[src/logic/dpo_defines.svh]
`ifndef DPO_DEFINES_SVH
`define DPO_DEFINES_SVH

// register byte offsets
`define DPO_OFF_CTRL     5'h00
`define DPO_OFF_STATUS   5'h04
`define DPO_OFF_IRQ_STAT 5'h08
`define DPO_OFF_IRQ_EN   5'h0c
`define DPO_OFF_IRQ_CLR  5'h10
`define DPO_OFF_WORD     5'h14

// field positions
`define DPO_CTRL_QUAD    0
`define DPO_IRQ_LOCKED   0
`define DPO_IRQ_UNLOCKED 1
`define DPO_IRQ_WORD     2

// reset values
`define DPO_CTRL_RST     1'b1
`define DPO_IRQ_EN_RST   3'h0

// pin index within the synchroniser vector
`define DPO_PIN_LCLK     0
`define DPO_PIN_STBY     5
`define DPO_PIN_OE       6
`define DPO_PIN_EDGE     7
`define DPO_PIN_STRAP    8

// timing
`define DPO_CLK_PERIOD_NS 20
`define DPO_LINK_IDLE_NS  1000
`define DPO_LINK_IDLE_CYC (`DPO_LINK_IDLE_NS / `DPO_CLK_PERIOD_NS)
`define DPO_LOCK_WORDS    3'h4
`define DPO_BITS_QUAD     5'h08
`define DPO_BITS_DUAL     5'h10

`endif

[src/logic/dpo_pkg.sv]
package dpo_pkg;

    // recovery loop state
    typedef enum logic [1:0] {
        DPO_HUNT   = 2'b00,
        DPO_LOCKED = 2'b01
    } dpo_lock_t;

    // whole state of the block
    typedef struct packed {
        logic [8:0]  pin_s1;     // first sync stage
        logic [8:0]  pin_s2;     // second sync stage
        logic        link_prev;  // last synced link clock level
        dpo_lock_t   lock;       // acquisition state
        logic [31:0] shift;      // lane shift register
        logic [4:0]  bitcnt;     // link edges into current word
        logic [2:0]  words;      // good words while hunting
        logic [7:0]  idle;       // cycles since last link edge
        logic [31:0] hold;       // last complete word
        logic [31:0] dout;       // parallel output word
        logic        rclk;       // recovered parallel clock
        logic        quad;       // four lanes when set
        logic [2:0]  irq_stat;   // sticky events
        logic [2:0]  irq_en;     // event enables
        logic        aw_got;     // write address held
        logic [4:0]  awaddr;     // held write address
        logic        w_got;      // write data held
        logic [31:0] wdata;      // held write data
        logic        bvalid;     // write response pending
        logic [1:0]  bresp;      // write response code
        logic        rvalid;     // read data pending
        logic [31:0] rdata;      // read data
        logic [1:0]  rresp;      // read response code
    } dpo_state_t;

endpackage

[src/logic/dpo_top.sv]
// The register offsets and register access over AXI4-Lite were chosen for this implementation.
`timescale 1ns/1ns
`include "dpo_defines.svh"

// Operation
// - output 32-bit word with clock from link
// - lock low means data and clock released
// - edge select high rising, low falling update
// - output enable low releases data and clock
// - standby low stops recovery, releases data, clock and lock outputs
// - take serial data on up to four lanes
module dpo_top
    import dpo_pkg::*;
(
    input  wire logic        clk,                // system clock, 50 MHz
    input  wire logic        rst,                // sync reset, active high
    input  wire logic        link_clk,           // embedded link clock pin
    input  wire logic [3:0]  serial_lane_in,     // serial lanes 0..3
    input  wire logic        standby_n,          // standby, active low
    input  wire logic        output_enable,      // output enable pin
    input  wire logic        output_edge_select, // 1 rising, 0 falling
    input  wire logic        reserved_strap,     // must be held low
    output logic [31:0]      recovered_data_out, // parallel word
    output logic             recovered_data_oe,  // data drive enable
    output logic             recovered_clock_out,// parallel rate clock
    output logic             recovered_clock_oe, // clock drive enable
    output logic             lock_out,           // lock status
    output logic             lock_oe,            // lock drive enable
    output logic             irq,                // level interrupt
    input  wire logic [4:0]  s_axi_awaddr,       // write address
    input  wire logic        s_axi_awvalid,      // write address valid
    output logic             s_axi_awready,      // write address ready
    input  wire logic [31:0] s_axi_wdata,        // write data
    input  wire logic [3:0]  s_axi_wstrb,        // write strobes
    input  wire logic        s_axi_wvalid,       // write data valid
    output logic             s_axi_wready,       // write data ready
    output logic [1:0]       s_axi_bresp,        // write response
    output logic             s_axi_bvalid,       // write response valid
    input  wire logic        s_axi_bready,       // write response ready
    input  wire logic [4:0]  s_axi_araddr,       // read address
    input  wire logic        s_axi_arvalid,      // read address valid
    output logic             s_axi_arready,      // read address ready
    output logic [31:0]      s_axi_rdata,        // read data
    output logic [1:0]       s_axi_rresp,        // read response
    output logic             s_axi_rvalid,       // read data valid
    input  wire logic        s_axi_rready        // read data ready
);

    dpo_state_t st_ff;    // registered state
    dpo_state_t nxt_st;   // next state
    logic       link_edge; // synced rising edge of link clock
    logic       awake;     // standby pin high
    logic       drive;     // data and clock may be driven
    logic [4:0] last_bit;  // final edge index of a word
    logic [4:0] half_bit;  // edge index where clock falls
    logic       word_done; // word completes this cycle
    logic       wr_fire;   // both write halves held
    logic [2:0] clr_bits;  // software clear of sticky events
    logic [2:0] set_bits;  // hardware events this cycle

    // decoded views of synced pins
    always_comb begin
        link_edge = st_ff.pin_s2[`DPO_PIN_LCLK] & ~st_ff.link_prev;
        awake     = st_ff.pin_s2[`DPO_PIN_STBY];
        drive     = awake & st_ff.pin_s2[`DPO_PIN_OE]
                  & (st_ff.lock == DPO_LOCKED);
        last_bit  = (st_ff.quad ? `DPO_BITS_QUAD : `DPO_BITS_DUAL) - 5'h01;
        half_bit  = {1'b0, last_bit[4:1]};
        word_done = awake & link_edge & (st_ff.bitcnt == last_bit);
        wr_fire   = st_ff.aw_got & st_ff.w_got & ~st_ff.bvalid;
    end

    // next-state logic
    always_comb begin
        nxt_st = st_ff;
        set_bits = 3'h0;
        clr_bits = 3'h0;
        // two-stage sync of every pin from outside the clock domain
        nxt_st.pin_s1 = {reserved_strap, output_edge_select, output_enable,
                         standby_n, serial_lane_in, link_clk};
        nxt_st.pin_s2 = st_ff.pin_s1;
        nxt_st.link_prev = st_ff.pin_s2[`DPO_PIN_LCLK];

        if (!awake) begin
            // standby: recovery loop held off, lock dropped
            if (st_ff.lock == DPO_LOCKED)
                set_bits[`DPO_IRQ_UNLOCKED] = 1'b1;
            nxt_st.lock   = DPO_HUNT;
            nxt_st.bitcnt = 5'h00;
            nxt_st.words  = 3'h0;
            nxt_st.idle   = 8'h00;
            nxt_st.rclk   = 1'b0;
        end else if (link_edge) begin
            // one bit per active lane per link edge
            nxt_st.idle = 8'h00;
            if (st_ff.quad)
                nxt_st.shift = {st_ff.shift[27:0], serial_bits(st_ff)};
            else
                nxt_st.shift = {st_ff.shift[29:0], st_ff.pin_s2[2:1]};
            if (word_done) begin
                // word boundary: recovered clock rises
                nxt_st.bitcnt = 5'h00;
                nxt_st.hold   = nxt_st.shift;
                nxt_st.rclk   = 1'b1;
                set_bits[`DPO_IRQ_WORD] = 1'b1;
                case (st_ff.lock)
                    DPO_HUNT: begin
                        if (st_ff.words == `DPO_LOCK_WORDS - 3'h1) begin
                            nxt_st.lock = DPO_LOCKED;
                            set_bits[`DPO_IRQ_LOCKED] = 1'b1;
                        end else begin
                            nxt_st.words = st_ff.words + 3'h1;
                        end
                    end
                    DPO_LOCKED: begin
                        nxt_st.lock = DPO_LOCKED;
                    end
                    default: begin
                        nxt_st.lock = DPO_HUNT;
                    end
                endcase
            end else begin
                nxt_st.bitcnt = st_ff.bitcnt + 5'h01;
                if (st_ff.bitcnt == half_bit)
                    nxt_st.rclk = 1'b0;
            end
        end else if (st_ff.idle == 8'(`DPO_LINK_IDLE_CYC)) begin
            // stream gone: fall back to hunting
            if (st_ff.lock == DPO_LOCKED)
                set_bits[`DPO_IRQ_UNLOCKED] = 1'b1;
            nxt_st.lock   = DPO_HUNT;
            nxt_st.words  = 3'h0;
            nxt_st.bitcnt = 5'h00;
            nxt_st.rclk   = 1'b0;
        end else begin
            nxt_st.idle = st_ff.idle + 8'h01;
        end

        // output word follows the chosen recovered clock edge
        if (st_ff.pin_s2[`DPO_PIN_EDGE] ? (nxt_st.rclk & ~st_ff.rclk)
                                        : (~nxt_st.rclk & st_ff.rclk))
            nxt_st.dout = st_ff.pin_s2[`DPO_PIN_EDGE] ? nxt_st.hold
                                                      : st_ff.hold;

        // axi write channel: halves taken in either order
        if (s_axi_awvalid && s_axi_awready) begin
            nxt_st.aw_got = 1'b1;
            nxt_st.awaddr = s_axi_awaddr;
        end
        if (s_axi_wvalid && s_axi_wready) begin
            nxt_st.w_got = 1'b1;
            nxt_st.wdata = s_axi_wdata;
        end
        if (wr_fire) begin
            nxt_st.aw_got = 1'b0;
            nxt_st.w_got  = 1'b0;
            nxt_st.bvalid = 1'b1;
            nxt_st.bresp  = 2'b00;
            case ({st_ff.awaddr[4:2], 2'b00})
                `DPO_OFF_CTRL: begin
                    if (s_axi_wstrb_ok(st_ff))
                        nxt_st.quad = st_ff.wdata[`DPO_CTRL_QUAD];
                end
                `DPO_OFF_IRQ_EN: begin
                    if (s_axi_wstrb_ok(st_ff))
                        nxt_st.irq_en = st_ff.wdata[2:0];
                end
                `DPO_OFF_IRQ_CLR: begin
                    if (s_axi_wstrb_ok(st_ff))
                        clr_bits = st_ff.wdata[2:0];
                end
                `DPO_OFF_STATUS, `DPO_OFF_IRQ_STAT, `DPO_OFF_WORD: begin
                    nxt_st.bresp = 2'b00; // read-only, write ignored
                end
                default: begin
                    nxt_st.bresp = 2'b10; // unmapped
                end
            endcase
        end
        if (st_ff.bvalid && s_axi_bready)
            nxt_st.bvalid = 1'b0;

        // axi read channel: answer one cycle after address taken
        if (s_axi_arvalid && s_axi_arready) begin
            nxt_st.rvalid = 1'b1;
            nxt_st.rresp  = 2'b00;
            case ({s_axi_araddr[4:2], 2'b00})
                `DPO_OFF_CTRL:     nxt_st.rdata = {31'h0, st_ff.quad};
                `DPO_OFF_STATUS:   nxt_st.rdata = {29'h0,
                                       st_ff.pin_s2[`DPO_PIN_STRAP], awake,
                                       st_ff.lock == DPO_LOCKED};
                `DPO_OFF_IRQ_STAT: nxt_st.rdata = {29'h0, st_ff.irq_stat};
                `DPO_OFF_IRQ_EN:   nxt_st.rdata = {29'h0, st_ff.irq_en};
                `DPO_OFF_IRQ_CLR:  nxt_st.rdata = 32'h0;
                `DPO_OFF_WORD:     nxt_st.rdata = st_ff.hold;
                default: begin
                    nxt_st.rdata = 32'h0;
                    nxt_st.rresp = 2'b10;
                end
            endcase
        end else if (st_ff.rvalid && s_axi_rready) begin
            nxt_st.rvalid = 1'b0;
        end

        // sticky events: a new event beats a same-cycle clear
        nxt_st.irq_stat = (st_ff.irq_stat & ~clr_bits) | set_bits;
    end

    // lanes 0..3 in one nibble, lane 3 as the high bit
    function automatic logic [3:0] serial_bits(input dpo_state_t s);
        serial_bits = s.pin_s2[4:1];
    endfunction

    // write strobes are not checked; any held write to a writable offset takes effect
    function automatic logic s_axi_wstrb_ok(input dpo_state_t s);
        s_axi_wstrb_ok = s.w_got;
    endfunction

    // state register; reset loads constants only
    always_ff @(posedge clk) begin
        if (rst) begin
            st_ff        <= '0;
            st_ff.lock   <= DPO_HUNT;
            st_ff.quad   <= `DPO_CTRL_RST;
            st_ff.irq_en <= `DPO_IRQ_EN_RST;
        end else begin
            st_ff <= nxt_st;
        end
    end

    // pins and bus outputs
    always_comb begin
        recovered_data_out  = st_ff.dout;
        recovered_data_oe   = drive;
        recovered_clock_out = st_ff.rclk;
        recovered_clock_oe  = drive;
        lock_out            = (st_ff.lock == DPO_LOCKED) & awake;
        lock_oe             = awake;
        irq                 = |(st_ff.irq_stat & st_ff.irq_en);
        s_axi_awready       = ~st_ff.aw_got & ~st_ff.bvalid;
        s_axi_wready        = ~st_ff.w_got & ~st_ff.bvalid;
        s_axi_bvalid        = st_ff.bvalid;
        s_axi_bresp         = st_ff.bresp;
        s_axi_arready       = ~st_ff.rvalid;
        s_axi_rvalid        = st_ff.rvalid;
        s_axi_rdata         = st_ff.rdata;
        s_axi_rresp         = st_ff.rresp;
    end
endmodule

[config.mk]
export PLATFORM = sky130hd
export DESIGN_NAME = dpo_top
export DESIGN_NICKNAME = d
export VERILOG_FILES = /design/src/logic/dpo_pkg.sv /design/src/logic/dpo_top.sv
export VERILOG_INCLUDE_DIRS = /design/src /design/src/logic
export SDC_FILE = /design/constraint.sdc
export NUM_CORES = 1
export LEC_CHECK = 0
export BUFFER_PORTS_ARGS = -buffer_cell sky130_fd_sc_hd__buf_4
export CORE_ASPECT_RATIO = 0.5
export CORE_UTILIZATION = 45
export CTS_CLUSTER_DIAMETER = 30
export DETAILED_ROUTE_END_ITERATION = 8
export GPL_TIMING_DRIVEN = 1
export HOLD_SLACK_MARGIN = 0.1
export PLACE_DENSITY = 0.76
export SKIP_LAST_GASP = 1
export SLEW_MARGIN = 20
export SYNTH_ARGS = -nofsm -noshare
export SYNTH_HDL_FRONTEND = slang
export SYNTH_SLANG_ARGS = --single-unit
[constraint.sdc]
create_clock -name clk -period 5.7 [get_ports clk]
set_clock_uncertainty 0.2 [all_clocks]
set_input_delay 0.285 -clock clk [delete_from_list [all_inputs] [get_ports clk]]
set_output_delay 0.285 -clock clk [all_outputs]
set_load 0.01 [all_outputs]
; ---- Word-level counts from Yosys, hierarchy flattened
; Cells that the tools add are included.
[word_totals]
ff_bits = 187
in_bits = 62
out_inout_bits = 79
word_cells = 136
[classes]
add_sub_neg = 4
n_eq_ne = 19
n_mux = 44
bitwise_logic = 24
reduce_logical = 22
[ops]
columns = cell, n
row1 = $mux W32, 5
row2 = $pmux W32 S5, 1
row3 = $mux W1, 20
row4 = $mux W3, 6
row5 = $mux W16, 1
row6 = $mux W8, 2
row7 = $eq A3 B2 Y1 const B, 5
row8 = $and A1 B1 Y1, 12
row9 = $eq A3 B3 Y1 const B, 4
row10 = $mux W2, 6
row11 = $reduce_or A6 Y1, 2
row12 = $mux W5, 2
row13 = $reduce_and A3 Y1, 3
row14 = $add A8 B1 Y8 const B, 1
row15 = $eq A8 B6 Y1 const B, 1
row16 = $not A1 Y1, 8
row17 = $and A3 B3 Y3, 2
row18 = $eq A3 B1 Y1 const B, 2
row19 = $logic_not A3 Y1, 2
row20 = $reduce_or A2 Y1, 3
row21 = $reduce_or A3 Y1, 2
row22 = $add A5 B1 Y5 const B, 1
row23 = $eq A5 B4 Y1, 1
row24 = $eq A5 B5 Y1, 1
row25 = other kinds (14), 20

; ---- Logic depth before layout (Yosys ltp)
; Gate-level depths: netlist (run 1).
[logic_depth]
word_depth = 10
ltp_mapped = 7
depth_no_buf = 6

; ---- Worst setup path before layout (run 1)
; OpenSTA, ideal clock, no wires.
[synth_path]
path_type = register -> register
startpoint = reg st_ff[160] (netlist bit)
endpoint = reg st_ff (netlist bit recovered_data_out[10])
setup_ns = 0.120
t_arrival_ns = 1.584
t_required_ns = 5.380
setup_slack_ns = 3.796
stages_incl_launch_ff = 7
n_path_buf = 1
period_less_slack_ns = 1.904
cell_sequence = dfxtp_1 -> ha_1 -> nand4bb_4 -> o31ai_2 -> o22ai_4 -> buf_6 -> mux2i_1
[synth_between]
elab_chain_len = 8
[synth_lines]
columns = element, line_no
row1 = "start, declared", dpo_top.sv:49  ; dpo_state_t st_ff;
row2 = "start signal, assigned", dpo_top.sv:227  ; st_ff <= nxt_st;
row3 = $eq A5 B4 Y1 / $eq A5 B5 Y1 (equally long branches), "dpo_top.sv:124, dpo_top.sv:69"
row4 = $mux W1 / $and A1 B1 Y1 (equally long branches), "dpo_top.sv:124, dpo_top.sv:69"
row5 = $mux W1, dpo_top.sv:100  ; if (word_done) begin
row6 = $mux W1, dpo_top.sv:93  ; end else if (link_edge) begin
row7 = $mux W1, dpo_top.sv:84  ; if (!awake) begin
row8 = $not A1 Y1, dpo_top.sv:141  ; : (~nxt_st.rclk & st_ff.rclk))
row9 = $and A1 B1 Y1, dpo_top.sv:141
row10 = $mux W1, dpo_top.sv:140  ; if (st_ff.pin_s2[`DPO_PIN_EDGE] ? (nxt_st.rclk & ~st_ff.rclk)
; Several ways; a longest one is shown, not always the timed one.
; A chain may end at the register's enable or synchronous reset.

; ---- Worst setup path in the final report (run 1)
[layout_path]
startpoint = reg st_ff[83] (netlist bit)
endpoint = reg st_ff[157] (netlist bit)
[layout_between]
elab_chain_len = 6
[layout_lines]
columns = element, line_no
row1 = $mux W5 (no source line), n/a
row2 = $sub A5 B1 Y5, dpo_top.sv:67  ; last_bit = (st_ff.quad ? `DPO_BITS_QUAD : `DPO_BITS_DUAL) - 5'h01;
row3 = $eq A5 B5 Y1, dpo_top.sv:69  ; word_done = awake & link_edge & (st_ff.bitcnt == last_bit);
row4 = $and A1 B1 Y1, dpo_top.sv:69
row5 = $ne A2 B1 Y1 (no source line), n/a
row6 = $reduce_and A4 Y1 (no source line), n/a
; No other way between the ends.

==> impl_metrics.env, run 1 <==
export IMPL_tritoncts="done"
export IMPL_power_w=0.002622
export IMPL_grt_use_total=0.1891
export IMPL_antenna_found_initial=0
export IMPL_grt_pass1_wl_um=28720
export IMPL_rrSetupSlack_ns=2.50
export IMPL_register_area_um2=3645
export IMPL_power_density_nw_per_um2=281.7
export IMPL_wl_per_cell_um=15.43
export IMPL_critPathMaxFanout=35
export IMPL_row_count=34
export IMPL_grt_pass1_vias=5798
export IMPL_hold_buffers=22
export IMPL_routabilityCongestion=0.7632
export IMPL_finalSetupViolCount=0
export IMPL_fin_nets=941
export IMPL_finalSetupTns_ns=0
export IMPL_hp_class="in -> reg"
export IMPL_cp_slowest_cell="xor2_4"
export IMPL_avgSynthCellArea_um2=9.489
export IMPL_synth_top_family_by_area="compound AO/OA/AOI/OAI gates"
export IMPL_port_buffers=101
export IMPL_synth_xor_area_frac=0.01528
export IMPL_slowest_delay_ns=0.90
export IMPL_yosys_area_share_simple=0.1557
export IMPL_min_to="st_ff[70]"
export IMPL_ys_ff_latch=182
export IMPL_n_antenna_cell=0
export IMPL_dieArea_um2=18770
export IMPL_worst_pin_slew_ns=1.090
export IMPL_post_cts_buffers=0
export IMPL_r2r_start="st_ff[83]"
export IMPL_cts_buffers=17
export IMPL_worstPathCellList="buf_4 -> xor2_4 -> nand4_1 -> or2_2 -> a21oi_1"
export IMPL_clock_sinks=182
export IMPL_fmax_mhz=312.5
export IMPL_ys_seq_area_frac=0.4449
export IMPL_fin_crit_sh=0.5613
export IMPL_cp_required_ns=5.84
export IMPL_root_buffer="clkbuf_16"
export IMPL_slew_headroom=0.2691
export IMPL_critPathCaptureType="flip-flop"
export IMPL_cellLeakagePower_nw=3.616
export IMPL_ant_nets=0
export IMPL_yosys_mux_area_fraction=0.09320
export IMPL_vias_per_cell=5.463
export IMPL_async_flop_share=0
export IMPL_max_vdd_ir_drop_uv=219.4
export IMPL_drc=6
export IMPL_reg2reg_to="st_ff[157]"
export IMPL_synth_largest_area_cell="dfxtp_1"
export IMPL_vias=6119
export IMPL_coreArea_um2=17570
export IMPL_cts_buffer_depth=2
export IMPL_nFillCells=1552
export IMPL_final_area_um2=9306
export IMPL_dpl_instance_area_um2=8438
export IMPL_synth_compound_area_frac=0.1748
export IMPL_ys_warn_count=0
export IMPL_first_pass_iters=7
export IMPL_path_clk_slew_ns=0.07
export IMPL_drv_cap=0
export IMPL_violations="design-rule violations"
export IMPL_netlist_top_cells_area="dfxtp_1, mux2i_1, buf_4, a211oi_1, nor2_1"
export IMPL_slew_violations=0
export IMPL_min_path_cells=4
export IMPL_reg2regPathDepth=5
export IMPL_insertion_delay_ns=0.42
export IMPL_area_delta_synth_final_pct=13.64
export IMPL_cp_arrival_ns=3.34
export IMPL_timing_hold_ws_ns=0.1296
export IMPL_htreeDepth=4
export IMPL_netlist_area_um2=8189
export IMPL_instances_no_fill=1120
export IMPL_status="complete, but fails checks"
export IMPL_synthAdderAreaFrac=0.007639
export IMPL_placed_cells_incl_taps=1065
export IMPL_worstHoldStart="s_axi_wvalid"
export IMPL_period_needed_ns=3.200
export IMPL_die_h_um=97.39
export IMPL_start_kind="flip-flop"
export IMPL_yosysMostFrequentCell="dfxtp_1"
export IMPL_rsz0062_at_grt="false"
export IMPL_netlist_area_leader_share=0.4449
export IMPL_synth_edff_count=0
export IMPL_path_class="reg -> reg"
export IMPL_synthCells=863
export IMPL_overflow=0
export IMPL_drt_iter0_drc=449
export IMPL_ios=141
export IMPL_place_hpwl_um=11090
export IMPL_initial_core_util=0.4661
export IMPL_hold_viol=0
export IMPL_drive_above_1_share=0.1772
export IMPL_ys_flop_type="dfxtp_1"
export IMPL_die_w_um=192.8
export IMPL_synth_common_cells="dfxtp_1, nor2_1, mux2i_1"
export IMPL_yosys_cell_types_count=52
export IMPL_wl_um=17280
export IMPL_cts_resized=0
export IMPL_multi_input_area_um2=3682
export IMPL_grt_max_degree=103
kinds of logic (layout without fill, tap and decap cells):
logic type | count (synthesis) | in the layout
other | 1 | 2
DFF | 182 | 182
muxes | 75 | 75
and+or+nand+nor | 252 | 252
buffers and inverters | 146 | 168
adders and majority gates | 5 | 5
xor gates and xnor gates | 10 | 10
AOI/OAI and AO/OA | 192 | 192
cell type report:
type | instances | share of cell area
multi-input cells | 536 | 0.3957
flip-flops and latches | 182 | 0.3916
repair buffers | 130 | 0.1129
clock buffers | 17 | 0.04571
well taps | 234 | 0.03146
clock inverters | 14 | 0.01976
inverters | 7 | 0.002823
registers in the layout (all words and copies together) (netlist names):
name	count
lock_oe	1
s_axi_bvalid	1
recovered_clock_out	1
s_axi_rdata	32
nxt_st	10
s_axi_bresp	1
st_ff	102
s_axi_rresp	1
s_axi_rvalid	1
recovered_data_out	32
how the worst max path moves through the flow:
stage                           from                      to  cells past startpoint  slack [ns]
after floorplan           st_ff[160]  recovered_data_out[10]                      6        3.80
after global placement     st_ff[83]              st_ff[197]                      6        2.49
after detailed placement   st_ff[83]              st_ff[123]                      6        2.43
after CTS                  st_ff[83]              st_ff[126]                      6        2.39
after global routing       st_ff[83]              st_ff[157]                      5        2.30
final                      st_ff[83]              st_ff[157]                      5        2.50
stage by stage:
step | worst slack (ns) | util
2_1_floorplan | 3.796 | -
3_3_place_gp | 2.490 | 0.4802
3_5_place_dp | 2.427 | 0.4803
4_1_cts | 2.394 | 0.5275
5_1_grt | 2.303 | 0.5297
6_report | 2.500 | 0.5297
routing by layer:
layer	GRT usage	wire length [µm]	up-vias
li1	-	-	3021
met1	0.2575	8283	2935
met2	0.2983	8046	142
met3	0.04225	741	21
met4	0.05451	209	0
met5	0	0	-
critical path: cells and delay by family, from the launching register on:
kind                      cells  cell delay (ns)
xor gates and xnor gates      1             0.90
and+or+nand+nor               2             0.74
DFF                           1             0.65
buffers and inverters         1             0.47
AOI/OAI and AO/OA             1             0.16
layout by cell type (no fill, tap or decap), types with 6 or more instances in the layout:
cell / synthesis / layout
dfxtp_1: 182 / 181
nor2_1: 125 / 124
buf_4: 73 / 106
mux2i_1: 74 / 74
a211oi_1: 64 / 64
nand2b_1: 42 / 42
a31oi_1: 33 / 33
a22oi_1: 32 / 32
a211o_1: 30 / 30
nor2b_1: 26 / 26
dlygate4sd3_1: 0 / 22
nand3_1: 17 / 17
clkbuf_16: 0 / 17
a21oi_1: 14 / 14
nand2_1: 13 / 12
inv_1: 7 / 7
nand4_1: 6 / 6
xnor2_1: 6 / 6
report_power, final:
group / switching, W / total [W] / leakage, nW / internal [W]
sequential: 0.0000150 / 0.00130 / 1.47 / 0.00129
combinational: 0.0000682 / 0.000124 / 1.85 / 0.0000557
clock: 0.000562 / 0.00120 / 0.297 / 0.000634
total: 0.000646 / 0.00262 / 3.62 / 0.00198
(Power assumes the default switching activity.)
==> run 2: changes to the inputs <==
--- a/config.mk
+++ b/config.mk
@@ -13,7 +13,7 @@
 export DETAILED_ROUTE_END_ITERATION = 8
 export GPL_TIMING_DRIVEN = 1
 export HOLD_SLACK_MARGIN = 0.1
-export PLACE_DENSITY = 0.76
+export PLACE_DENSITY = 0.79
 export SKIP_LAST_GASP = 1
 export SLEW_MARGIN = 20
 export SYNTH_ARGS = -nofsm -noshare
==> constraint.sdc (replaced) <==
create_clock -name clk -period 2.9 [get_ports clk]
set_clock_uncertainty 0.2 [all_clocks]
set_input_delay 0.145 -clock clk [delete_from_list [all_inputs] [get_ports clk]]
set_output_delay 0.145 -clock clk [all_outputs]
set_load 0.01 [all_outputs]
==> run 2 against run 1 <==
Against the previous run: the flow still finishes with violations (design-rule violations); global-route usage increased by 0.81 points; utilization increased by 1.2 points; register-to-register slack got worse by 2.1 ns; setup slack got worse by 2.1 ns; die area unchanged; non-clock buffer count increased by 22; power increased by 99%; cell count increased by 2.1%; clock power increased by 99%; sequential power increased by 97%; critical endpoint is now s_axi_rresp[1].
==> impl_metrics.env, run 2 (same netlist as run 1, synthesis figures left out) <==
export IMPL_status="complete, but fails checks"
export IMPL_violations="design-rule violations"
export IMPL_finalSetupViolCount=0
export IMPL_hold_viol=0
export IMPL_slew_violations=0
export IMPL_clock_sinks=182
export IMPL_grt_use_total=0.1972
export IMPL_coreArea_um2=17570
export IMPL_ant_nets=0
export IMPL_cp_arrival_ns=2.68
export IMPL_cellLeakagePower_nw=3.720
export IMPL_nFillCells=1486
export IMPL_worstPathCellList="dlygate4sd3_1 -> buf_4 -> nor2b_1 -> nand3_1 -> dlygate4sd3_1 -> a21oi_1 -> dlygate4sd3_1"
export IMPL_fin_nets=963
export IMPL_antenna_found_initial=0
export IMPL_wl_met2_um=8745
export IMPL_vias=6335
export IMPL_path_class="in -> reg"
export IMPL_power_density_nw_per_um2=549.1
export IMPL_cp_required_ns=3.07
export IMPL_overflow=0
export IMPL_wl_per_cell_um=16.04
export IMPL_first_pass_iters=8
export IMPL_intPower_w=0.003932
export IMPL_slew_headroom=0.4880
export IMPL_cts_buffers=17
export IMPL_ios=141
export IMPL_worst_pin_slew_ns=0.7680
export IMPL_grt_pass1_wl_um=30070
export IMPL_drt_iter0_drc=589
export IMPL_die_w_um=192.8
export IMPL_place_hpwl_um=11500
export IMPL_combPwrFrac=0.054
export IMPL_fmax_mhz=399.8
export IMPL_wl_um=18330
export IMPL_area_delta_synth_final_pct=16.24
export IMPL_worst_path_buf_inv=4
export IMPL_root_buffer="clkbuf_16"
export IMPL_dieArea_um2=18770
export IMPL_instances_no_fill=1143
export IMPL_crit_family="buffers and inverters"
export IMPL_max_vdd_ir_drop_uv=398.3
export IMPL_port_buffers=101
export IMPL_layout_cells_most_common="dfxtp_1"
export IMPL_post_cts_buffers=0
export IMPL_cpMostUsedCell="dlygate4sd3_1"
export IMPL_largest_register="st_ff"
export IMPL_largest_reg_flops=102
export IMPL_register_area_um2=3645
export IMPL_maxUsedRoutingLayer="met4"
export IMPL_hp_class="reg -> reg"
export IMPL_p_sw_w=0.001295
export IMPL_fin_util=0.5418
export IMPL_drc=2
export IMPL_placed_cells_incl_taps=1075
export IMPL_finalSetupTns_ns=0
export IMPL_period_needed_ns=2.501
export IMPL_cts_resized=0
export IMPL_wl_met3_um=1022
export IMPL_path_clk_slew_ns=0.08
export IMPL_insertion_delay_ns=0.44
export IMPL_routabilityCongestion=0.8352
export IMPL_hold_buffers=36
export IMPL_fin_crit_sh=0.8625
export IMPL_slowest_delay_ns=0.58
export IMPL_p_seq_frac=0.489
export IMPL_switching_share=0.2478
export IMPL_vias_per_cell=5.542
export IMPL_tritoncts="done"
export IMPL_rsz0062_at_grt="false"
export IMPL_p_clk_frac=0.457
export IMPL_htreeDepth=4
export IMPL_grt_pass1_vias=6190
export IMPL_layout_common_cells="dfxtp_1, nor2_1, buf_4"
export IMPL_m1WireLength_um=8263
export IMPL_multi_input_area_um2=3677
export IMPL_critPathCaptureType="flip-flop"
export IMPL_drive_above_1_share=0.1793
export IMPL_critPathMaxFanout=8
export IMPL_cp_slowest_cell="dlygate4sd3_1"
export IMPL_start_kind="primary input"
export IMPL_initial_core_util=0.4661
export IMPL_grt_max_degree=197
export IMPL_row_count=34
export IMPL_die_h_um=97.39
export IMPL_cts_buffer_depth=2
export IMPL_n_antenna_cell=0
export IMPL_drv_cap=0
[run 2: area by class of cell]
class | instances | area share
Tap cell | 234 | 0.03076
Multi-Input combinational cell | 536 | 0.3863
Timing Repair Buffer | 152 | 0.1320
Inverter | 7 | 0.002760
Sequential cell | 182 | 0.3829
Clock inverter | 14 | 0.01919
Clock buffer | 18 | 0.04614
[run 2: final timing paths]
path / start / endpoint / slack [ns] / cells past startpoint
worst min register to register: nxt_st[206] / st_ff[206] / 0.24 / 1
worst max register to register: s_axi_rvalid / s_axi_rresp[1] / 0.45 / 5
worst min-delay path: nxt_st[206] / st_ff[206] / 0.24 / 1
worst max-delay path: s_axi_arvalid / s_axi_rresp[1] / 0.40 / 7
[run 2: worst register-to-register path, stage by stage, from the launching register on]
cell	delay [ns]
dfxtp_1	0.35
nor2b_1	0.40
nand3_1	0.12
dlygate4sd3_1	0.57
a21oi_1	0.17
dlygate4sd3_1	0.58
[run 2: power by group through the flow]
stage | clock, W | combinational [W] | sequential [W]
finish | 0.00239 | 0.000281 | 0.00256
detailed placement | 0 | 0.000229 | 0.00261
global route | 0.00252 | 0.000303 | 0.00256
global placement | 0 | 0.000224 | 0.00261
CTS | 0.00242 | 0.000276 | 0.00255
floorplan | 0 | 0.000163 | 0.00261
[run 2: per-stage QoR]
step	hold slack, ns	cell area [µm²]	setup slack, ns	total power, W
detailed placement	0.1357	8537	0.5360	0.002843
global route	0.2571	9519	0.2996	0.005384
floorplan	0.04506	8193	0.9964	0.002768
finish	0.2418	9519	0.3987	0.005227
global placement	0.1311	8537	0.6937	0.002835
CTS	0.2430	9519	0.5173	0.005252
[run 2: routing by layer]
metal	track usage	up-vias
met5	0	-
met4	0.08359	0
li1	-	3078
met1	0.2561	3040
met3	0.03936	31
met2	0.3176	186
==> run 3: changes to the inputs <==
--- a/config.mk
+++ b/config.mk
@@ -6,6 +6,7 @@
 export SDC_FILE = /design/constraint.sdc
 export NUM_CORES = 1
 export LEC_CHECK = 0
+export ABC_AREA = 1
 export BUFFER_PORTS_ARGS = -buffer_cell sky130_fd_sc_hd__buf_4
 export CORE_ASPECT_RATIO = 0.5
 export CORE_UTILIZATION = 45
@@ -13,7 +14,7 @@
 export DETAILED_ROUTE_END_ITERATION = 8
 export GPL_TIMING_DRIVEN = 1
 export HOLD_SLACK_MARGIN = 0.1
-export PLACE_DENSITY = 0.79
+export PLACE_DENSITY = 0.76
 export SKIP_LAST_GASP = 1
 export SLEW_MARGIN = 20
 export SYNTH_ARGS = -nofsm -noshare
==> constraint.sdc (replaced) <==
create_clock -name clk -period 3.2 [get_ports clk]
set_clock_uncertainty 0.2 [all_clocks]
set_input_delay 0.16 -clock clk [delete_from_list [all_inputs] [get_ports clk]]
set_output_delay 0.16 -clock clk [all_outputs]
set_load 0.01 [all_outputs]
==> run 3 against run 2 <==
Against the previous run: the flow now finishes without violations; routed wire length grew 5.0%; first-iteration DRC count fell by 5.9%; global-route usage rose by 1.1 points; combinational power increased by 22%; power shrank 9.5%; setup slack lost 0.14 ns; die area rose by 1.7%; cell count grew 32%; synthesized cell count up 42%; synthesized area grew 1.8%; clock-buffer cell count unchanged; critical path type unchanged; largest cell class is now sequential cells.
==> impl_metrics.env, run 3 <==
export IMPL_wl_per_cell_um=12.76
export IMPL_netlist_area_um2=8333
export IMPL_path_clk_slew_ns=0.07
export IMPL_routabilityCongestion=0.8565
export IMPL_status="finished, final reports clean"
export IMPL_critPathCaptureType="flip-flop"
export IMPL_fin_nets=1329
export IMPL_dieArea_um2=19100
export IMPL_port_buffers=101
export IMPL_register_area_um2=3645
export IMPL_period_needed_ns=2.937
export IMPL_fmax_mhz=340.5
export IMPL_nFillCells=1632
export IMPL_ys_seq_area_frac=0.4372
export IMPL_ios=141
export IMPL_clock_sinks=182
export IMPL_netlist_top_cells_area="dfxtp_1, nand2_1, nor2_1, inv_1, buf_4"
export IMPL_worst_path_buf_inv=6
export IMPL_htreeDepth=4
export IMPL_critPathMaxFanout=71
export IMPL_grt_pass1_wl_um=32570
export IMPL_drt_iter0_drc=554
export IMPL_area_delta_synth_final_pct=16.19
export IMPL_finalSetupViolCount=0
export IMPL_dpl_instance_area_um2=8712
export IMPL_cp_arrival_ns=3.11
export IMPL_yosysMostFrequentCell="nand2_1"
export IMPL_die_h_um=98.23
export IMPL_cp_slowest_cell="dlygate4sd3_1"
export IMPL_worst_pin_slew_ns=0.7431
export IMPL_grt_pass1_vias=7057
export IMPL_hp_class="in -> reg"
export IMPL_slew_violations=0
export IMPL_path_class="in -> reg"
export IMPL_root_buffer="clkbuf_16"
export IMPL_largest_reg_flops=102
export IMPL_place_hpwl_um=12430
export IMPL_ys_ff_latch=182
export IMPL_vias_per_cell=4.912
export IMPL_cts_buffers=17
export IMPL_wl_um=19240
export IMPL_antenna_found_initial=0
export IMPL_max_vdd_ir_drop_uv=346.8
export IMPL_post_cts_buffers=0
export IMPL_synth_edff_count=0
export IMPL_cellLeakagePower_nw=4.486
export IMPL_hold_viol=0
export IMPL_synthCells=1222
export IMPL_fin_ws_ns=0.2633
export IMPL_power_w=0.004728
export IMPL_grt_use_total=0.2083
export IMPL_coreArea_um2=17740
export IMPL_largest_register="st_ff"
export IMPL_slowest_delay_ns=0.59
export IMPL_first_pass_iters=5
export IMPL_rsz0062_at_grt="false"
export IMPL_tritoncts="done"
export IMPL_overflow=0
export IMPL_cp_required_ns=3.37
export IMPL_drc=0
export IMPL_instances_no_fill=1508
export IMPL_cts_resized=0
export IMPL_insertion_delay_ns=0.43
export IMPL_worstPathCellList="dlygate4sd3_1 -> buf_4 -> inv_2 -> buf_12 -> o21ai_0 -> dlygate4sd3_1 -> nor2_1 -> dlygate4sd3_1"
export IMPL_grt_max_degree=72
export IMPL_vias=7407
export IMPL_cpMostUsedCell="dlygate4sd3_1"
export IMPL_placed_cells_incl_taps=1437
export IMPL_ys_warn_count=0
export IMPL_cts_buffer_depth=2
export IMPL_row_count=34
export IMPL_slew_headroom=0.5015
export IMPL_fin_crit_sh=0.9177
export IMPL_crit_family="buffers and inverters"
export IMPL_synth_largest_area_cell="dfxtp_1"
export IMPL_async_flop_share=0
export IMPL_avgSynthCellArea_um2=6.819
export IMPL_drv_cap=0
export IMPL_multi_input_area_um2=3311
export IMPL_drive_above_1_share=0.1240
export IMPL_finalSetupTns_ns=0
export IMPL_ys_flop_type="dfxtp_1"
export IMPL_ant_nets=0
export IMPL_place_ws_ns=0.5720
export IMPL_initial_core_util=0.4697
export IMPL_start_kind="primary input"
export IMPL_die_w_um=194.4
export IMPL_n_antenna_cell=0
export IMPL_synth_common_cells="nand2_1, dfxtp_1, nor2_1"
export IMPL_final_area_um2=9682
export IMPL_power_density_nw_per_um2=488.4
export IMPL_netlist_area_leader_share=0.4372
export IMPL_layout_common_cells="nand2_1, dfxtp_1, nor2_1"
export IMPL_layout_cells_most_common="nand2_1"
export IMPL_yosys_cell_types_count=35
==> run 3: cell types whose count changed after synthesis, sizes merged, moves of 8 or more <==
cell	before	now
a211o	30	0
inv	7	156
a31oi	33	0
nand2b	42	0
a21oi	14	86
mux2i	74	0
nand2	13	311
nor2b	26	0
a22oi	32	0
a211oi	64	1
nor2	125	154
buf	107	99
nand3	17	49
o21ai	1	117
==> run 3: worst reg2reg max path, stage by stage (launching register included) <==
cell,delay (ns)
dfxtp_1,0.32
inv_1,0.09
nand2_1,0.16
clkinv_1,0.14
buf_4,0.46
nand3_1,0.12
dlygate4sd3_1,0.58
a21oi_1,0.12
dlygate4sd3_1,0.55
==> run 3: cells by family after synthesis <==
logic type / after synthesis / synth area share
other cells: 1 / 0.0004500
compound gates: 214 / 0.1327
fa+ha+maj: 5 / 0.007508
flops: 182 / 0.4372
xor+xnor: 6 / 0.006306
simple gates: 525 / 0.2499
buf+inv: 289 / 0.1659
==> run 3: power breakdown <==
part | switching (W) | internal (W)
clock network | 0.000987 | 0.00105
logic | 0.000197 | 0.000144
registers | 0.0000272 | 0.00232
==> run 3: metal layers <==
metal / global-route usage / share of wire
met1: 0.2728 / 0.48
met2: 0.3444 / 0.46
met3: 0.03938 / 0.051
met4: 0.07448 / 0.015
met5: 0 / 0
==> run 3: repair_timing <==
action / in CTS / in global routing
hold endpoints to repair: 33 / 0
hold buffers: 40 / 0
endpoints found under the setup margin: 0 / 0
==> run 3: worst paths after layout <==
check	from	end	depth (start not counted)	slack, ns
hold reg to reg	nxt_st[201]	st_ff[201]	2	0.20
hold / removal	s_axi_araddr[3]	s_axi_rdata[2]	5	0.16
setup / recovery	rst	st_ff[73]	8	0.26
setup reg to reg	s_axi_rvalid	s_axi_rresp[1]	8	0.40
==> run 3: stage by stage <==
step	hold WS [ns]	utilization
after floorplan	0.06697	-
after global placement	0.1590	0.4911
after detailed placement	0.1677	0.4911
after CTS	0.1472	0.5458
after global routing	0.1989	0.5458
final	0.1564	0.5458
==> run 3: final cells by class <==
cell class,count,area share
multi-input cells,752,0.3419
clock inverters,13,0.01344
well taps,234,0.03024
inverters,158,0.06126
repair buffers,151,0.1313
flip-flops and latches,182,0.3765
clock buffers,18,0.04536
